===== config.mk =====
export PLATFORM = sky130hd
export DESIGN_NAME = lowside_lane_config
export DESIGN_NICKNAME = d
export VERILOG_FILES = /design/src/rtl/lane_cfg_pkg.sv /design/src/rtl/lowside_lane_config.sv /design/src/rtl/lane_store.sv /design/src/rtl/code_tables.sv
export SDC_FILE = /design/constraint.sdc
export NUM_CORES = 1
export LEC_CHECK = 0
export CAP_MARGIN = 20
export CORE_MARGIN = 4
export CORE_UTILIZATION = 55
export CTS_CLUSTER_SIZE = 25
export DETAILED_ROUTE_END_ITERATION = 8
export DONT_BUFFER_PORTS = 1
export GPL_TIMING_DRIVEN = 0
export PLACE_DENSITY = 0.71
export SYNTH_ARGS = -nofsm -noshare
export SYNTH_HDL_FRONTEND = slang
export SYNTH_HIERARCHICAL = 1
export SYNTH_SLANG_ARGS = --single-unit

===== constraint.sdc =====
create_clock -name clk -period 4.7 [get_ports clk]
set_clock_uncertainty 0.2 [all_clocks]
set_input_delay 0.94 -clock clk [delete_from_list [all_inputs] [get_ports clk]]
set_output_delay 0.94 -clock clk [all_outputs]
set_load 0.01 [all_outputs]

===== src/rtl/lane_cfg_pkg.sv =====
// Purpose: Shared constants for the low-side lane configuration block
// Assumes: 32-bit Avalon-MM slave, byte addresses, one word per register
// Notes: Register index times four gives the byte address
package lane_cfg_pkg;

   // Management device address of the configuration space
   localparam logic [4:0] MGMT_DEVICE_ADDR = 5'h1E;
   localparam int NUM_LANES = 4;

   // Register indices and byte addresses
   localparam logic [15:0] PLL_CFG_IDX = 16'h0006;
   localparam logic [15:0] LANE_CFG_IDX = 16'h0007;
   localparam logic [15:0] CTRL_IDX = 16'h0010;
   localparam logic [15:0] STATUS_IDX = 16'h0011;
   localparam logic [7:0] PLL_CFG_ADDR = {PLL_CFG_IDX[5:0], 2'h0};
   localparam logic [7:0] LANE_CFG_ADDR = {LANE_CFG_IDX[5:0], 2'h0};
   localparam logic [7:0] CTRL_ADDR = {CTRL_IDX[5:0], 2'h0};
   localparam logic [7:0] STATUS_ADDR = {STATUS_IDX[5:0], 2'h0};

   // Lane configuration fields
   localparam int SWING_LSB = 12;
   localparam int LOS_BIT = 11;
   localparam int TXEN_BIT = 10;
   localparam int TXRATE_LSB = 8;
   localparam int DE_LSB = 4;
   localparam int RXEN_BIT = 2;
   localparam int RXRATE_LSB = 0;

   // PLL configuration fields
   localparam int MASK_LSB = 12;
   localparam int PLLEN_BIT = 4;
   localparam int MPY_LSB = 0;

   // Control fields
   localparam int CTRL_GPD_BIT = 0;
   localparam int CTRL_OVR_BIT = 1;

   // Reset values
   localparam logic [15:0] LANE_CFG_RST = 16'hDC04;
   localparam logic [15:0] PLL_CFG_RST = 16'hF115;
   localparam logic [1:0] CTRL_RST = 2'h0;

   // Rate and multiplier encodings
   localparam logic [1:0] RATE_FULL = 2'h0;
   localparam logic [1:0] RATE_HALF = 2'h1;
   localparam logic [1:0] RATE_QUARTER = 2'h2;
   localparam logic [3:0] AUTO_PLL_CODE = 4'h5;
   localparam logic [1:0] AUTO_RATE = RATE_FULL;

   typedef enum logic [2:0] {
      BUS_IDLE = 3'b001,
      BUS_WORK = 3'b010,
      BUS_DONE = 3'b100
   } bus_state_t;

endpackage


===== src/rtl/lowside_lane_config.sv =====
// Purpose: Low-side lane configuration registers behind an Avalon-MM slave
// Assumes: 125 MHz clk, power-down pin asynchronous to clk
// Notes: Four lanes share one register window steered by the lane mask
//
// Design decision made here: the Avalon-MM slave port.
`timescale 1ns/1ps
`default_nettype none
// What this block does
// - Multiplier codes decode to factors, some reserved
// - Bits 14:12 swing code, reset 101
// - Swing codes map monotonically 190 to 1050 mV
// - Bit 11 enables loss-of-signal detect, reset one
// - Bit 10 enables transmit lane, reset one
// - Power-down pin or global bit kills transmit
// - Bits 9:8 transmit rate, full/half/quarter
// - Rate fields used only under override
// - Bits 7:4 de-emphasis code, reset zero
// - Bit 2 receive enable, power-down overrides it
// - Bits 1:0 receive rate, same encoding
// - Register at index 7, reset DC04
// - Lane mask steers writes, selects read lane
// - Multiplier resets 0101, used only under override
module lowside_lane_config (
   input wire logic clk,
   input wire logic rstn,
   input wire logic [7:0] address,
   input wire logic read,
   input wire logic write,
   input wire logic [31:0] writedata,
   input wire logic [3:0] byteenable,
   output logic [31:0] readdata,
   output logic waitrequest,
   input wire logic channel_powerdown_n,
   output logic [3:0] tx_lane_enable,
   output logic [3:0] rx_lane_enable,
   output logic [3:0] signal_loss_detect_enable,
   output logic [7:0] tx_lane_rate,
   output logic [7:0] rx_lane_rate,
   output logic [11:0] output_amplitude_code,
   output logic [15:0] deemphasis_code,
   output logic [43:0] output_amplitude_mv,
   output logic [43:0] deemphasis_cdb,
   output logic [3:0] pll_multiplier_code,
   output logic pll_enable,
   output logic [7:0] pll_factor_x2,
   output logic pll_code_reserved
);
   localparam int L = lane_cfg_pkg::NUM_LANES;

   typedef struct packed {
      lane_cfg_pkg::bus_state_t st;
      logic waitreq;
      logic [31:0] rdata;
      logic pd_meta;
      logic pd_sync;
      logic [1:0] ctrl;
      logic [15:0] pll_cfg;
      logic [3:0] tx_en;
      logic [3:0] rx_en;
      logic [7:0] tx_rate;
      logic [7:0] rx_rate;
      logic [3:0] pll_code;
      logic pll_en;
   } state_t;

   state_t q;
   state_t d;

   logic [L*16-1:0] lane_words;
   logic [15:0] lane_rdata;
   logic [L-1:0] lane_we;
   logic [1:0] rd_lane;
   logic [3:0] lane_mask;
   logic powered;
   logic override;
   logic hit_lane;
   logic hit_pll;
   logic hit_ctrl;
   logic hit_status;

   // Bus decode
   logic in_work;
   logic wr_lane;
   logic wr_pll;
   logic wr_ctrl;
   logic rd_now;
   logic pd_active;
   logic [15:0] pll_wr_word;
   logic [1:0] ctrl_wr_word;
   logic [31:0] lane_rd_word;
   logic [31:0] pll_rd_word;
   logic [31:0] ctrl_rd_word;
   logic [31:0] status_word;

   // Per-lane fields pulled out of the stored words
   logic [L-1:0] lane_tx_bit;
   logic [L-1:0] lane_rx_bit;
   logic [2*L-1:0] lane_tx_rate;
   logic [2*L-1:0] lane_rx_rate;

   // Lowest selected lane answers reads; an empty mask falls back to lane 0
   function automatic logic [1:0] first_lane(input logic [3:0] m);
      logic [1:0] r;
      r = 2'h0;
      for (int i = 3; i >= 0; i--) begin
         if (m[i]) begin
            r = 2'(i);
         end
      end
      return r;
   endfunction

   assign lane_mask = q.pll_cfg[lane_cfg_pkg::MASK_LSB +: 4];
   assign rd_lane = first_lane(lane_mask);
   assign hit_lane = (address == lane_cfg_pkg::LANE_CFG_ADDR);
   assign hit_pll = (address == lane_cfg_pkg::PLL_CFG_ADDR);
   assign hit_ctrl = (address == lane_cfg_pkg::CTRL_ADDR);
   assign hit_status = (address == lane_cfg_pkg::STATUS_ADDR);
   assign powered = q.pd_sync && !q.ctrl[lane_cfg_pkg::CTRL_GPD_BIT];
   assign override = q.ctrl[lane_cfg_pkg::CTRL_OVR_BIT];

   // Requests act only in the work state, while the master still holds them
   assign in_work = (q.st == lane_cfg_pkg::BUS_WORK);
   assign wr_lane = in_work && write && hit_lane;
   assign wr_pll = in_work && write && hit_pll;
   assign wr_ctrl = in_work && write && hit_ctrl && byteenable[0];
   assign rd_now = in_work && read;

   // Writes land on every lane whose mask bit is set
   assign lane_we = wr_lane ? lane_mask : 4'h0;

   // Unselected byte lanes keep their stored value
   assign pll_wr_word[7:0] = byteenable[0] ? writedata[7:0] : q.pll_cfg[7:0];
   assign pll_wr_word[15:8] = byteenable[1] ? writedata[15:8] : q.pll_cfg[15:8];
   assign ctrl_wr_word = writedata[1:0];

   // Read words
   assign lane_rd_word = {16'h0000, lane_rdata};
   assign pll_rd_word = {16'h0000, q.pll_cfg};
   assign ctrl_rd_word = {30'h0000_0000, q.ctrl};

   // Status shows synchronised state only, never the raw pin
   assign pd_active = !q.pd_sync;
   assign status_word[3:0] = q.tx_en;
   assign status_word[7:4] = q.rx_en;
   assign status_word[8] = override;
   assign status_word[9] = pd_active;
   assign status_word[10] = pll_code_reserved;
   assign status_word[31:11] = 21'h00_0000;

   lane_store #(
      .LANES(L),
      .W(16),
      .RST(lane_cfg_pkg::LANE_CFG_RST)
   ) u_store (
      .clk(clk),
      .rstn(rstn),
      .we_lanes(lane_we),
      .be(byteenable[1:0]),
      .wdata(writedata[15:0]),
      .rd_lane(rd_lane),
      .words(lane_words),
      .rdata_q(lane_rdata)
   );

   genvar g;
   generate
      for (g = 0; g < L; g++) begin : g_lane
         logic [7:0] x2;
         logic rsvd;
         code_tables u_tab (
            .clk(clk),
            .rstn(rstn),
            .swing(lane_words[g*16 + lane_cfg_pkg::SWING_LSB +: 3]),
            .deemph(lane_words[g*16 + lane_cfg_pkg::DE_LSB +: 4]),
            .pll_code(q.pll_code),
            .amp_mv(output_amplitude_mv[g*11 +: 11]),
            .deemph_cdb(deemphasis_cdb[g*11 +: 11]),
            .pll_x2(x2),
            .pll_rsvd(rsvd)
         );
         if (g == 0) begin : g_pll
            assign pll_factor_x2 = x2;
            assign pll_code_reserved = rsvd;
         end
         assign signal_loss_detect_enable[g] =
            lane_words[g*16 + lane_cfg_pkg::LOS_BIT];
         assign output_amplitude_code[g*3 +: 3] =
            lane_words[g*16 + lane_cfg_pkg::SWING_LSB +: 3];
         assign deemphasis_code[g*4 +: 4] =
            lane_words[g*16 + lane_cfg_pkg::DE_LSB +: 4];
         // Raw fields; power-down and override apply in the state logic
         assign lane_tx_bit[g] = lane_words[g*16 + lane_cfg_pkg::TXEN_BIT];
         assign lane_rx_bit[g] = lane_words[g*16 + lane_cfg_pkg::RXEN_BIT];
         assign lane_tx_rate[g*2 +: 2] = lane_words[g*16 + lane_cfg_pkg::TXRATE_LSB +: 2];
         assign lane_rx_rate[g*2 +: 2] = lane_words[g*16 + lane_cfg_pkg::RXRATE_LSB +: 2];
      end
   endgenerate

   always_comb begin
      logic [31:0] rd;
      rd = 32'h0000_0000;
      d = q;

      // Pin passes two flops before use
      d.pd_meta = channel_powerdown_n;
      d.pd_sync = q.pd_meta;

      // Effective lane controls
      for (int i = 0; i < L; i++) begin
         d.tx_en[i] = lane_tx_bit[i] && powered;
         d.rx_en[i] = lane_rx_bit[i] && powered;
         if (override) begin
            d.tx_rate[i*2 +: 2] = lane_tx_rate[i*2 +: 2];
            d.rx_rate[i*2 +: 2] = lane_rx_rate[i*2 +: 2];
         end else begin
            d.tx_rate[i*2 +: 2] = lane_cfg_pkg::AUTO_RATE;
            d.rx_rate[i*2 +: 2] = lane_cfg_pkg::AUTO_RATE;
         end
      end
      if (override) begin
         d.pll_code = q.pll_cfg[lane_cfg_pkg::MPY_LSB +: 4];
      end else begin
         d.pll_code = lane_cfg_pkg::AUTO_PLL_CODE;
      end
      // PLL shares the lanes' power-down
      d.pll_en = q.pll_cfg[lane_cfg_pkg::PLLEN_BIT] && powered;

      // Read data for the current address
      if (hit_lane) begin
         rd = lane_rd_word;
      end else if (hit_pll) begin
         rd = pll_rd_word;
      end else if (hit_ctrl) begin
         rd = ctrl_rd_word;
      end else if (hit_status) begin
         rd = status_word;
      end else begin
         rd = 32'h0000_0000;
      end

      // Fixed two-edge answer keeps read data registered
      case (q.st)
         lane_cfg_pkg::BUS_IDLE: begin
            d.waitreq = 1'b1;
            if (read || write) begin
               d.st = lane_cfg_pkg::BUS_WORK;
            end
         end
         lane_cfg_pkg::BUS_WORK: begin
            d.st = lane_cfg_pkg::BUS_DONE;
            d.waitreq = 1'b0;
            // Acting here is safe: the master holds the request until waitrequest drops
            if (rd_now) begin
               d.rdata = rd;
            end
            if (wr_pll) begin
               d.pll_cfg = pll_wr_word;
            end
            if (wr_ctrl) begin
               d.ctrl = ctrl_wr_word;
            end
         end
         lane_cfg_pkg::BUS_DONE: begin
            d.st = lane_cfg_pkg::BUS_IDLE;
            d.waitreq = 1'b1;
         end
         default: begin
            d.st = lane_cfg_pkg::BUS_IDLE;
            d.waitreq = 1'b1;
         end
      endcase
   end

   always_ff @(posedge clk or negedge rstn) begin
      if (!rstn) begin
         q.st <= lane_cfg_pkg::BUS_IDLE;
         q.waitreq <= 1'b1;
         q.rdata <= 32'h0000_0000;
         q.pd_meta <= 1'b0;
         q.pd_sync <= 1'b0;
         q.ctrl <= lane_cfg_pkg::CTRL_RST;
         q.pll_cfg <= lane_cfg_pkg::PLL_CFG_RST;
         q.tx_en <= 4'h0;
         q.rx_en <= 4'h0;
         q.tx_rate <= 8'h00;
         q.rx_rate <= 8'h00;
         q.pll_code <= lane_cfg_pkg::AUTO_PLL_CODE;
         q.pll_en <= 1'b0;
      end else begin
         q <= d;
      end
   end

   assign readdata = q.rdata;
   assign waitrequest = q.waitreq;
   assign tx_lane_enable = q.tx_en;
   assign rx_lane_enable = q.rx_en;
   assign tx_lane_rate = q.tx_rate;
   assign rx_lane_rate = q.rx_rate;
   assign pll_multiplier_code = q.pll_code;
   assign pll_enable = q.pll_en;
endmodule
`default_nettype wire


===== src/rtl/lane_store.sv =====
// Purpose: Per-lane configuration words with masked write, registered read
// Assumes: Word width is a whole number of bytes
// Notes: Every selected lane takes the same write data
`timescale 1ns/1ps
`default_nettype none
module lane_store #(
   parameter int LANES = 4,
   parameter int W = 16,
   parameter logic [W-1:0] RST = '0
) (
   input wire logic clk,
   input wire logic rstn,
   input wire logic [LANES-1:0] we_lanes,
   input wire logic [W/8-1:0] be,
   input wire logic [W-1:0] wdata,
   input wire logic [$clog2(LANES)-1:0] rd_lane,
   output logic [LANES*W-1:0] words,
   output logic [W-1:0] rdata_q
);
   typedef struct packed {
      logic [LANES-1:0][W-1:0] mem;
      logic [W-1:0] rdata;
   } store_t;

   store_t q;
   store_t d;

   always_comb begin
      d = q;
      for (int i = 0; i < LANES; i++) begin
         for (int b = 0; b < W/8; b++) begin
            if (we_lanes[i] && be[b]) begin
               d.mem[i][b*8 +: 8] = wdata[b*8 +: 8];
            end
         end
      end
      d.rdata = q.mem[rd_lane];
   end

   always_ff @(posedge clk or negedge rstn) begin
      if (!rstn) begin
         q.mem <= {LANES{RST}};
         q.rdata <= RST;
      end else begin
         q <= d;
      end
   end

   assign words = q.mem;
   assign rdata_q = q.rdata;
endmodule
`default_nettype wire


===== src/rtl/code_tables.sv =====
// Purpose: Decode swing, de-emphasis and multiplier codes to physical values
// Assumes: Values are typical figures, for status and analog trim tables
// Notes: Amplitude in mV, de-emphasis in hundredths of dB, factor times two
`timescale 1ns/1ps
`default_nettype none
module code_tables (
   input wire logic clk,
   input wire logic rstn,
   input wire logic [2:0] swing,
   input wire logic [3:0] deemph,
   input wire logic [3:0] pll_code,
   output logic [10:0] amp_mv,
   output logic [10:0] deemph_cdb,
   output logic [7:0] pll_x2,
   output logic pll_rsvd
);
   typedef struct packed {
      logic [10:0] amp;
      logic [10:0] de;
      logic [7:0] x2;
      logic rsvd;
   } tab_t;

   tab_t q;
   tab_t d;

   always_comb begin
      d = q;
      case (swing)
         3'h0: d.amp = 11'h0BE;
         3'h1: d.amp = 11'h17C;
         3'h2: d.amp = 11'h230;
         3'h3: d.amp = 11'h2C6;
         3'h4: d.amp = 11'h352;
         3'h5: d.amp = 11'h3B6;
         3'h6: d.amp = 11'h3F2;
         default: d.amp = 11'h41A;
      endcase
      case (deemph)
         4'h0: d.de = 11'h000;
         4'h1: d.de = 11'h02A;
         4'h2: d.de = 11'h057;
         4'h3: d.de = 11'h086;
         4'h4: d.de = 11'h0B7;
         4'h5: d.de = 11'h0EC;
         4'h6: d.de = 11'h124;
         4'h7: d.de = 11'h160;
         4'h8: d.de = 11'h1A0;
         4'h9: d.de = 11'h1E6;
         4'hA: d.de = 11'h231;
         4'hB: d.de = 11'h284;
         4'hC: d.de = 11'h2DF;
         4'hD: d.de = 11'h346;
         4'hE: d.de = 11'h3BA;
         default: d.de = 11'h43F;
      endcase
      d.rsvd = 1'b0;
      case (pll_code)
         4'h0: d.x2 = 8'h08;
         4'h1: d.x2 = 8'h0A;
         4'h2: d.x2 = 8'h0C;
         4'h4: d.x2 = 8'h10;
         4'h5: d.x2 = 8'h14;
         4'h6: d.x2 = 8'h18;
         4'h7: d.x2 = 8'h19;
         4'h8: d.x2 = 8'h1E;
         4'h9: d.x2 = 8'h28;
         4'hA: d.x2 = 8'h32;
         4'hD: d.x2 = 8'h64;
         4'hE: d.x2 = 8'h82;
         default: begin
            d.x2 = 8'h00;
            d.rsvd = 1'b1;
         end
      endcase
   end

   always_ff @(posedge clk or negedge rstn) begin
      if (!rstn) begin
         q <= '0;
      end else begin
         q <= d;
      end
   end

   assign amp_mv = q.amp;
   assign deemph_cdb = q.de;
   assign pll_x2 = q.x2;
   assign pll_rsvd = q.rsvd;
endmodule
`default_nettype wire


==> results of run 1 <==
layout by cell type (no fill, tap or decap), types with 8 or more instances in the layout:
cell / count
dfrtp_1: 200
mux2_2: 85
and2_1: 37
nor2_1: 48
inv_1: 36
a2bb2oi_1: 8
buf_4: 65
xor2_1: 8
nand2b_1: 17
nor2b_1: 8
mux2i_1: 11
o21ai_0: 23
clkbuf_1: 15
nand2_1: 46
buf_2: 16
mux4_2: 12
a21oi_1: 23
clkbuf_16: 25
ha_1: 32
nand3_1: 9
o31ai_1: 9
conb_1: 20
dfstp_2: 42
registers in the layout, summed over array words and instances, names as in the netlist, 2 cells and up:
register,count
lane_mask,4
g_lane.u_tab/deemph_cdb,44
ctrl_rd_word,2
readdata,16
pll_multiplier_code,4
rx_lane_enable,4
g_lane.u_tab/pll_x2,8
q,4
tx_lane_enable,4
g_lane.u_tab/amp_mv,40
pll_rd_word,12
rx_lane_rate,8
u_store/words,64
u_store/rdata_q,16
tx_lane_rate,8
worst max path at each step:
stage               start                 to  cells after the start
3_3_place_gp   address[3]  u_store/words[13]                      7
4_1_cts        address[3]  u_store/words[13]                      7
3_5_place_dp   address[3]  u_store/words[13]                      7
5_1_grt        address[2]   u_store/words[9]                      6
2_1_floorplan  address[3]  u_store/words[48]                      7
6_report       address[3]  u_store/words[13]                      7
worst register-to-register path: cells and delay by family, from the launching register on:
family        cells  cell delay [ns]
mux               1             0.39
flops             1             0.40
simple gates      4             1.24
stage by stage:
step | total power, uW | setup slack (ns) | cell area [um2] | hold WS, ns
after floorplan | 2234 | 2.048 | 10900 | 0.1312
after CTS | 4165 | 2.256 | 12030 | -0.09289
after global routing | 4278 | 2.157 | 12030 | -0.1099
final | 4114 | 2.224 | 12030 | -0.07230
after global placement | 2249 | 1.750 | 11230 | 0.1352
after detailed placement | 2252 | 1.716 | 11230 | 0.1497
layer usage:
metal	track usage, %	wire length [um]	up-vias
met4	4.434	344	0
met3	5.698	1745	27
met2	32.40	10620	193
met1	27.88	9733	3102
met5	0	0	-
li1	-	-	2930
cell type report:
class                      instances  share of cell area [%]
multi-input combinational        492                   32.85
clock buffer                      39                   6.138
clock inverter                     6                  0.4889
sequential                       242                   50.79
buffer                            97                   5.825
inverter                          37                   1.155
tap                              265                   2.757
report_power, final:
group / switching, uW / internal, uW
combinational: 50.8 / 40.2
sequential: 14.3 / 2110
clock: 768 / 1130
==> impl_metrics.json, run 1 <==
{
  "status": "finished with violations",
  "violations": "negative hold slack",
  "slowest_delay_ns": 0.39,
  "grt.total_usage_pct": 20.19,
  "ys_warn_count": 6,
  "cts_root_buf": "clkbuf_16",
  "p_leak_uw": 0.005874,
  "clk_pin_slew_worst_paths_ns": 0.06,
  "gp_congestion": 0.8535,
  "dieArea_um2": 22020,
  "max-cap-violations": 0,
  "via_count": 6252,
  "place_inst": 1133,
  "period_minus_slack_ns": 2.476,
  "rsz0062_at_grt": "no",
  "drt-total-wl_um": 22450,
  "grt_pass1_vias": 6299,
  "dieWidth_um": 148.4,
  "start_util_pct": 55.90,
  "syn_inst": 853,
  "grt_max_degree": 243,
  "multi_input_area_um2": 3951,
  "drive_gt1_share_pct": 30.67,
  "antenna_found_initial": 0,
  "timing.rr.end": "u_store/words[13]",
  "diodes": 0,
  "crit_chain": "and3b_1 > buf_2 > and3_1 > and4_1 > and2_1 > nand2_1 > mux2_2",
  "critPathLaunchType": "input port",
  "period_share_pct": 52.68,
  "peakVddDrop_uv": 242.5,
  "worstPathMaxFanout": 8,
  "reg2regPathDepth": 5,
  "setup_tns_ns": 0,
  "rows": 51,
  "cp-end-kind": "register",
  "cpLargestDelayFamily": "simple AND/OR/NAND/NOR gates",
  "crit_required_ns": 4.90,
  "clock_latency_ns": 0.51,
  "r2r_start": "q[84]",
  "core_area_um2": 19400,
  "syn_area_um2": 10840,
  "postCtsSetupBuffers": 0,
  "worst-setup-path-type": "input port to register",
  "cts_tree": "done",
  "postLayoutCoreUtil_pct": 62.00,
  "fmax_ghz": 0.4039,
  "syn_avg_cell_area_um2": 12.71,
  "relSlewSlack_pct": 56.31,
  "nNetsFinal": 980,
  "post-route-drc-count": 0,
  "power_density_nw_per_um2": 342.0,
  "reg2reg_slack_ns": 2.36,
  "dr.first_iter.drc_count": 304,
  "drt-pass1-iter-count": 5,
  "setup_viol": 0,
  "hp-class": "input port to asynchronous set/reset pin",
  "htreeDepth": 1,
  "vias_per_cell": 5.307,
  "io_pins": 240,
  "antenna_left": 0,
  "worst_pin_slew_ns": 0.6553,
  "wl_per_cell_um": 19.06,
  "cts_num_sinks": 242,
  "syn_to_final_growth_pct": 10.93,
  "gr-total-overflow": 0,
  "fin_cells": 1178,
  "chipHeight_um": 148.4,
  "cts_max_path_buffers": 3,
  "timing.hold.ws_ns": -0.07230,
  "cts_buffers": 25,
  "hpwl_um": 15520,
  "finalHoldViolations": 35,
  "seq_area_um2": 6108,
  "numPortBuffers": 0,
  "crit_buf_inv": 1,
  "fillers": 1548,
  "cpMaxStageDelayCell": "nand2_1",
  "arrival_ns": 2.67,
  "drv_slew": 0,
  "grt_pass1_wl_um": 35360,
  "postCtsResizedCells": 0
}
Note: power is estimated with default switching activity, not from simulation.
==> inputs of run 2 (changes only) <==
- clock period: 4.7 -> 2.4 ns (I/O delays scaled with it)
==> impl_metrics.json, run 2 (synthesis results as in run 1) <==
{
  "status": "finished with violations",
  "violations": "negative hold slack",
  "relSlewSlack_pct": 56.04,
  "period_minus_slack_ns": 2.282,
  "pwr-share-comb_pct": 2.8,
  "drt-pass1-iter-count": 5,
  "clk_pin_slew_worst_paths_ns": 0.06,
  "drv_slew": 0,
  "power.share.clock_pct": 45.9,
  "htreeDepth": 1,
  "p_leak_uw": 0.005966,
  "cp-end-kind": "register",
  "grt.total_usage_pct": 20.29,
  "grt_max_degree": 243,
  "cts_root_buf": "clkbuf_16",
  "power_density_nw_per_um2": 662.0,
  "hold_buffers": 21,
  "hp-class": "input port to asynchronous set/reset pin",
  "dieWidth_um": 148.4,
  "cts_tree": "done",
  "diodes": 0,
  "worstPathMaxFanout": 8,
  "drt-total-wl_um": 22690,
  "clock_latency_ns": 0.52,
  "start_util_pct": 55.90,
  "antenna_left": 0,
  "rows": 51,
  "reg2reg_slack_ns": 0.12,
  "post-route-drc-count": 0,
  "core_area_um2": 19400,
  "drive_gt1_share_pct": 30.30,
  "layout_common_cells": "dfrtp_1 (200), mux2_2 (85), buf_4 (65), nor2_1 (48), nand2_1 (43)",
  "chipHeight_um": 148.4,
  "crit_required_ns": 2.60,
  "worst-setup-path-type": "register to register",
  "sequentialPowerShare_pct": 51.3,
  "critPathLaunchType": "register",
  "setup_viol": 0,
  "period_share_pct": 95.10,
  "cts_buffers": 25,
  "finalHoldViolations": 242,
  "wl_per_cell_um": 18.92,
  "dieArea_um2": 22020,
  "worst_pin_slew_ns": 0.6594,
  "internal_power_uw": 6446,
  "swShare_pct": 20.48,
  "syn_to_final_growth_pct": 12.94,
  "cts_max_path_buffers": 3,
  "setup_tns_ns": 0,
  "largest_register_ffs": 64,
  "timing.hold.ws_ns": -0.5347,
  "arrival_ns": 2.48,
  "grt_pass1_wl_um": 35570,
  "rsz0062_at_grt": "yes",
  "io_pins": 240,
  "fmax_ghz": 0.4382,
  "grt_pass1_vias": 6418,
  "antenna_found_initial": 0,
  "mostFrequentLayoutCell": "dfrtp_1",
  "numPortBuffers": 0,
  "peakVddDrop_uv": 475.6,
  "gr-total-overflow": 0,
  "dr.first_iter.drc_count": 310,
  "fillers": 1533,
  "postLayoutCoreUtil_pct": 63.13,
  "gp_congestion": 0.8535,
  "via_count": 6341,
  "total_power_uw": 8107,
  "max-cap-violations": 0,
  "p_switching_uw": 1660,
  "vias_per_cell": 5.289,
  "cts_num_sinks": 242,
  "nNetsFinal": 1001,
  "hpwl_um": 15520
}
run 2: power by group through the flow:
| stage | logic (uW) | clock network (uW) | registers (uW) |
|---|---|---|---|
| after global routing | 247 | 4020 | 4160 |
| after floorplan | 148 | 0 | 4230 |
| final | 224 | 3720 | 4160 |
| after CTS | 224 | 3820 | 4160 |
| after global placement | 175 | 0 | 4230 |
| after detailed placement | 177 | 0 | 4230 |
run 2: worst paths after layout:
path / start / endpoint / depth (start not counted)
worst min-delay path: rstn / g_lane[0].u_tab/deemph_cdb[8] / 0
min in group clk: write / lane_mask[0] / 3
worst max-delay path: q[84] / u_store/words[24] / 5
worst min register to register: d[47] / q[47] / 0
max in group asynchronous: rstn / u_store/words[30] / 0
worst max register to register: q[84] / u_store/words[24] / 5
run 2: cell type report:
cell class                 instances  area (um2)  area share [%]
multi-input combinational        492        3959           32.33
clock inverter                     6       58.81          0.4802
timing repair buffer              21       210.2           1.717
tap                              265       331.6           2.708
sequential                       242        6108           49.88
inverter                          37       138.9           1.134
buffer                            97       700.7           5.722
clock buffer                      39       738.2           6.028
run 2: per-stage QoR:
step	hold slack, ns	instance area [um2]	std cells	setup WS [ns]
final	-0.5347	12250	1199	0.1177
after global routing	-0.5699	12250	1199	-0.01986
after CTS	-0.5529	12240	1199	0.06429
after detailed placement	-0.009498	11230	1133	-0.1239
after global placement	-0.008406	11230	1133	-0.08996
after floorplan	-0.01559	10900	868	0.2084
run 2: timing repair:
action,CTS,global route
setup endpoints to repair,0,15
hold endpoints to repair,327,242
resized for setup,0,3
buffers inserted,0,0
run 2: critical path, cell delays in order (launching register included):
cell	delay [ns]
dfrtp_1	0.40
nor3b_4	0.38
and4_1	0.34
and2_1	0.18
nand2_1	0.28
mux2_2	0.37
run 2: routing by layer:
metal	vias to the layer above	part of all wire [%]	wire length (um)	track usage (%)
met3	25	7.0	1598	5.515
li1	2962	-	-	-
met2	183	48	10790	32.72
met5	-	0	0	0
met1	3171	44	9959	28.02
met4	0	1.5	342	4.388
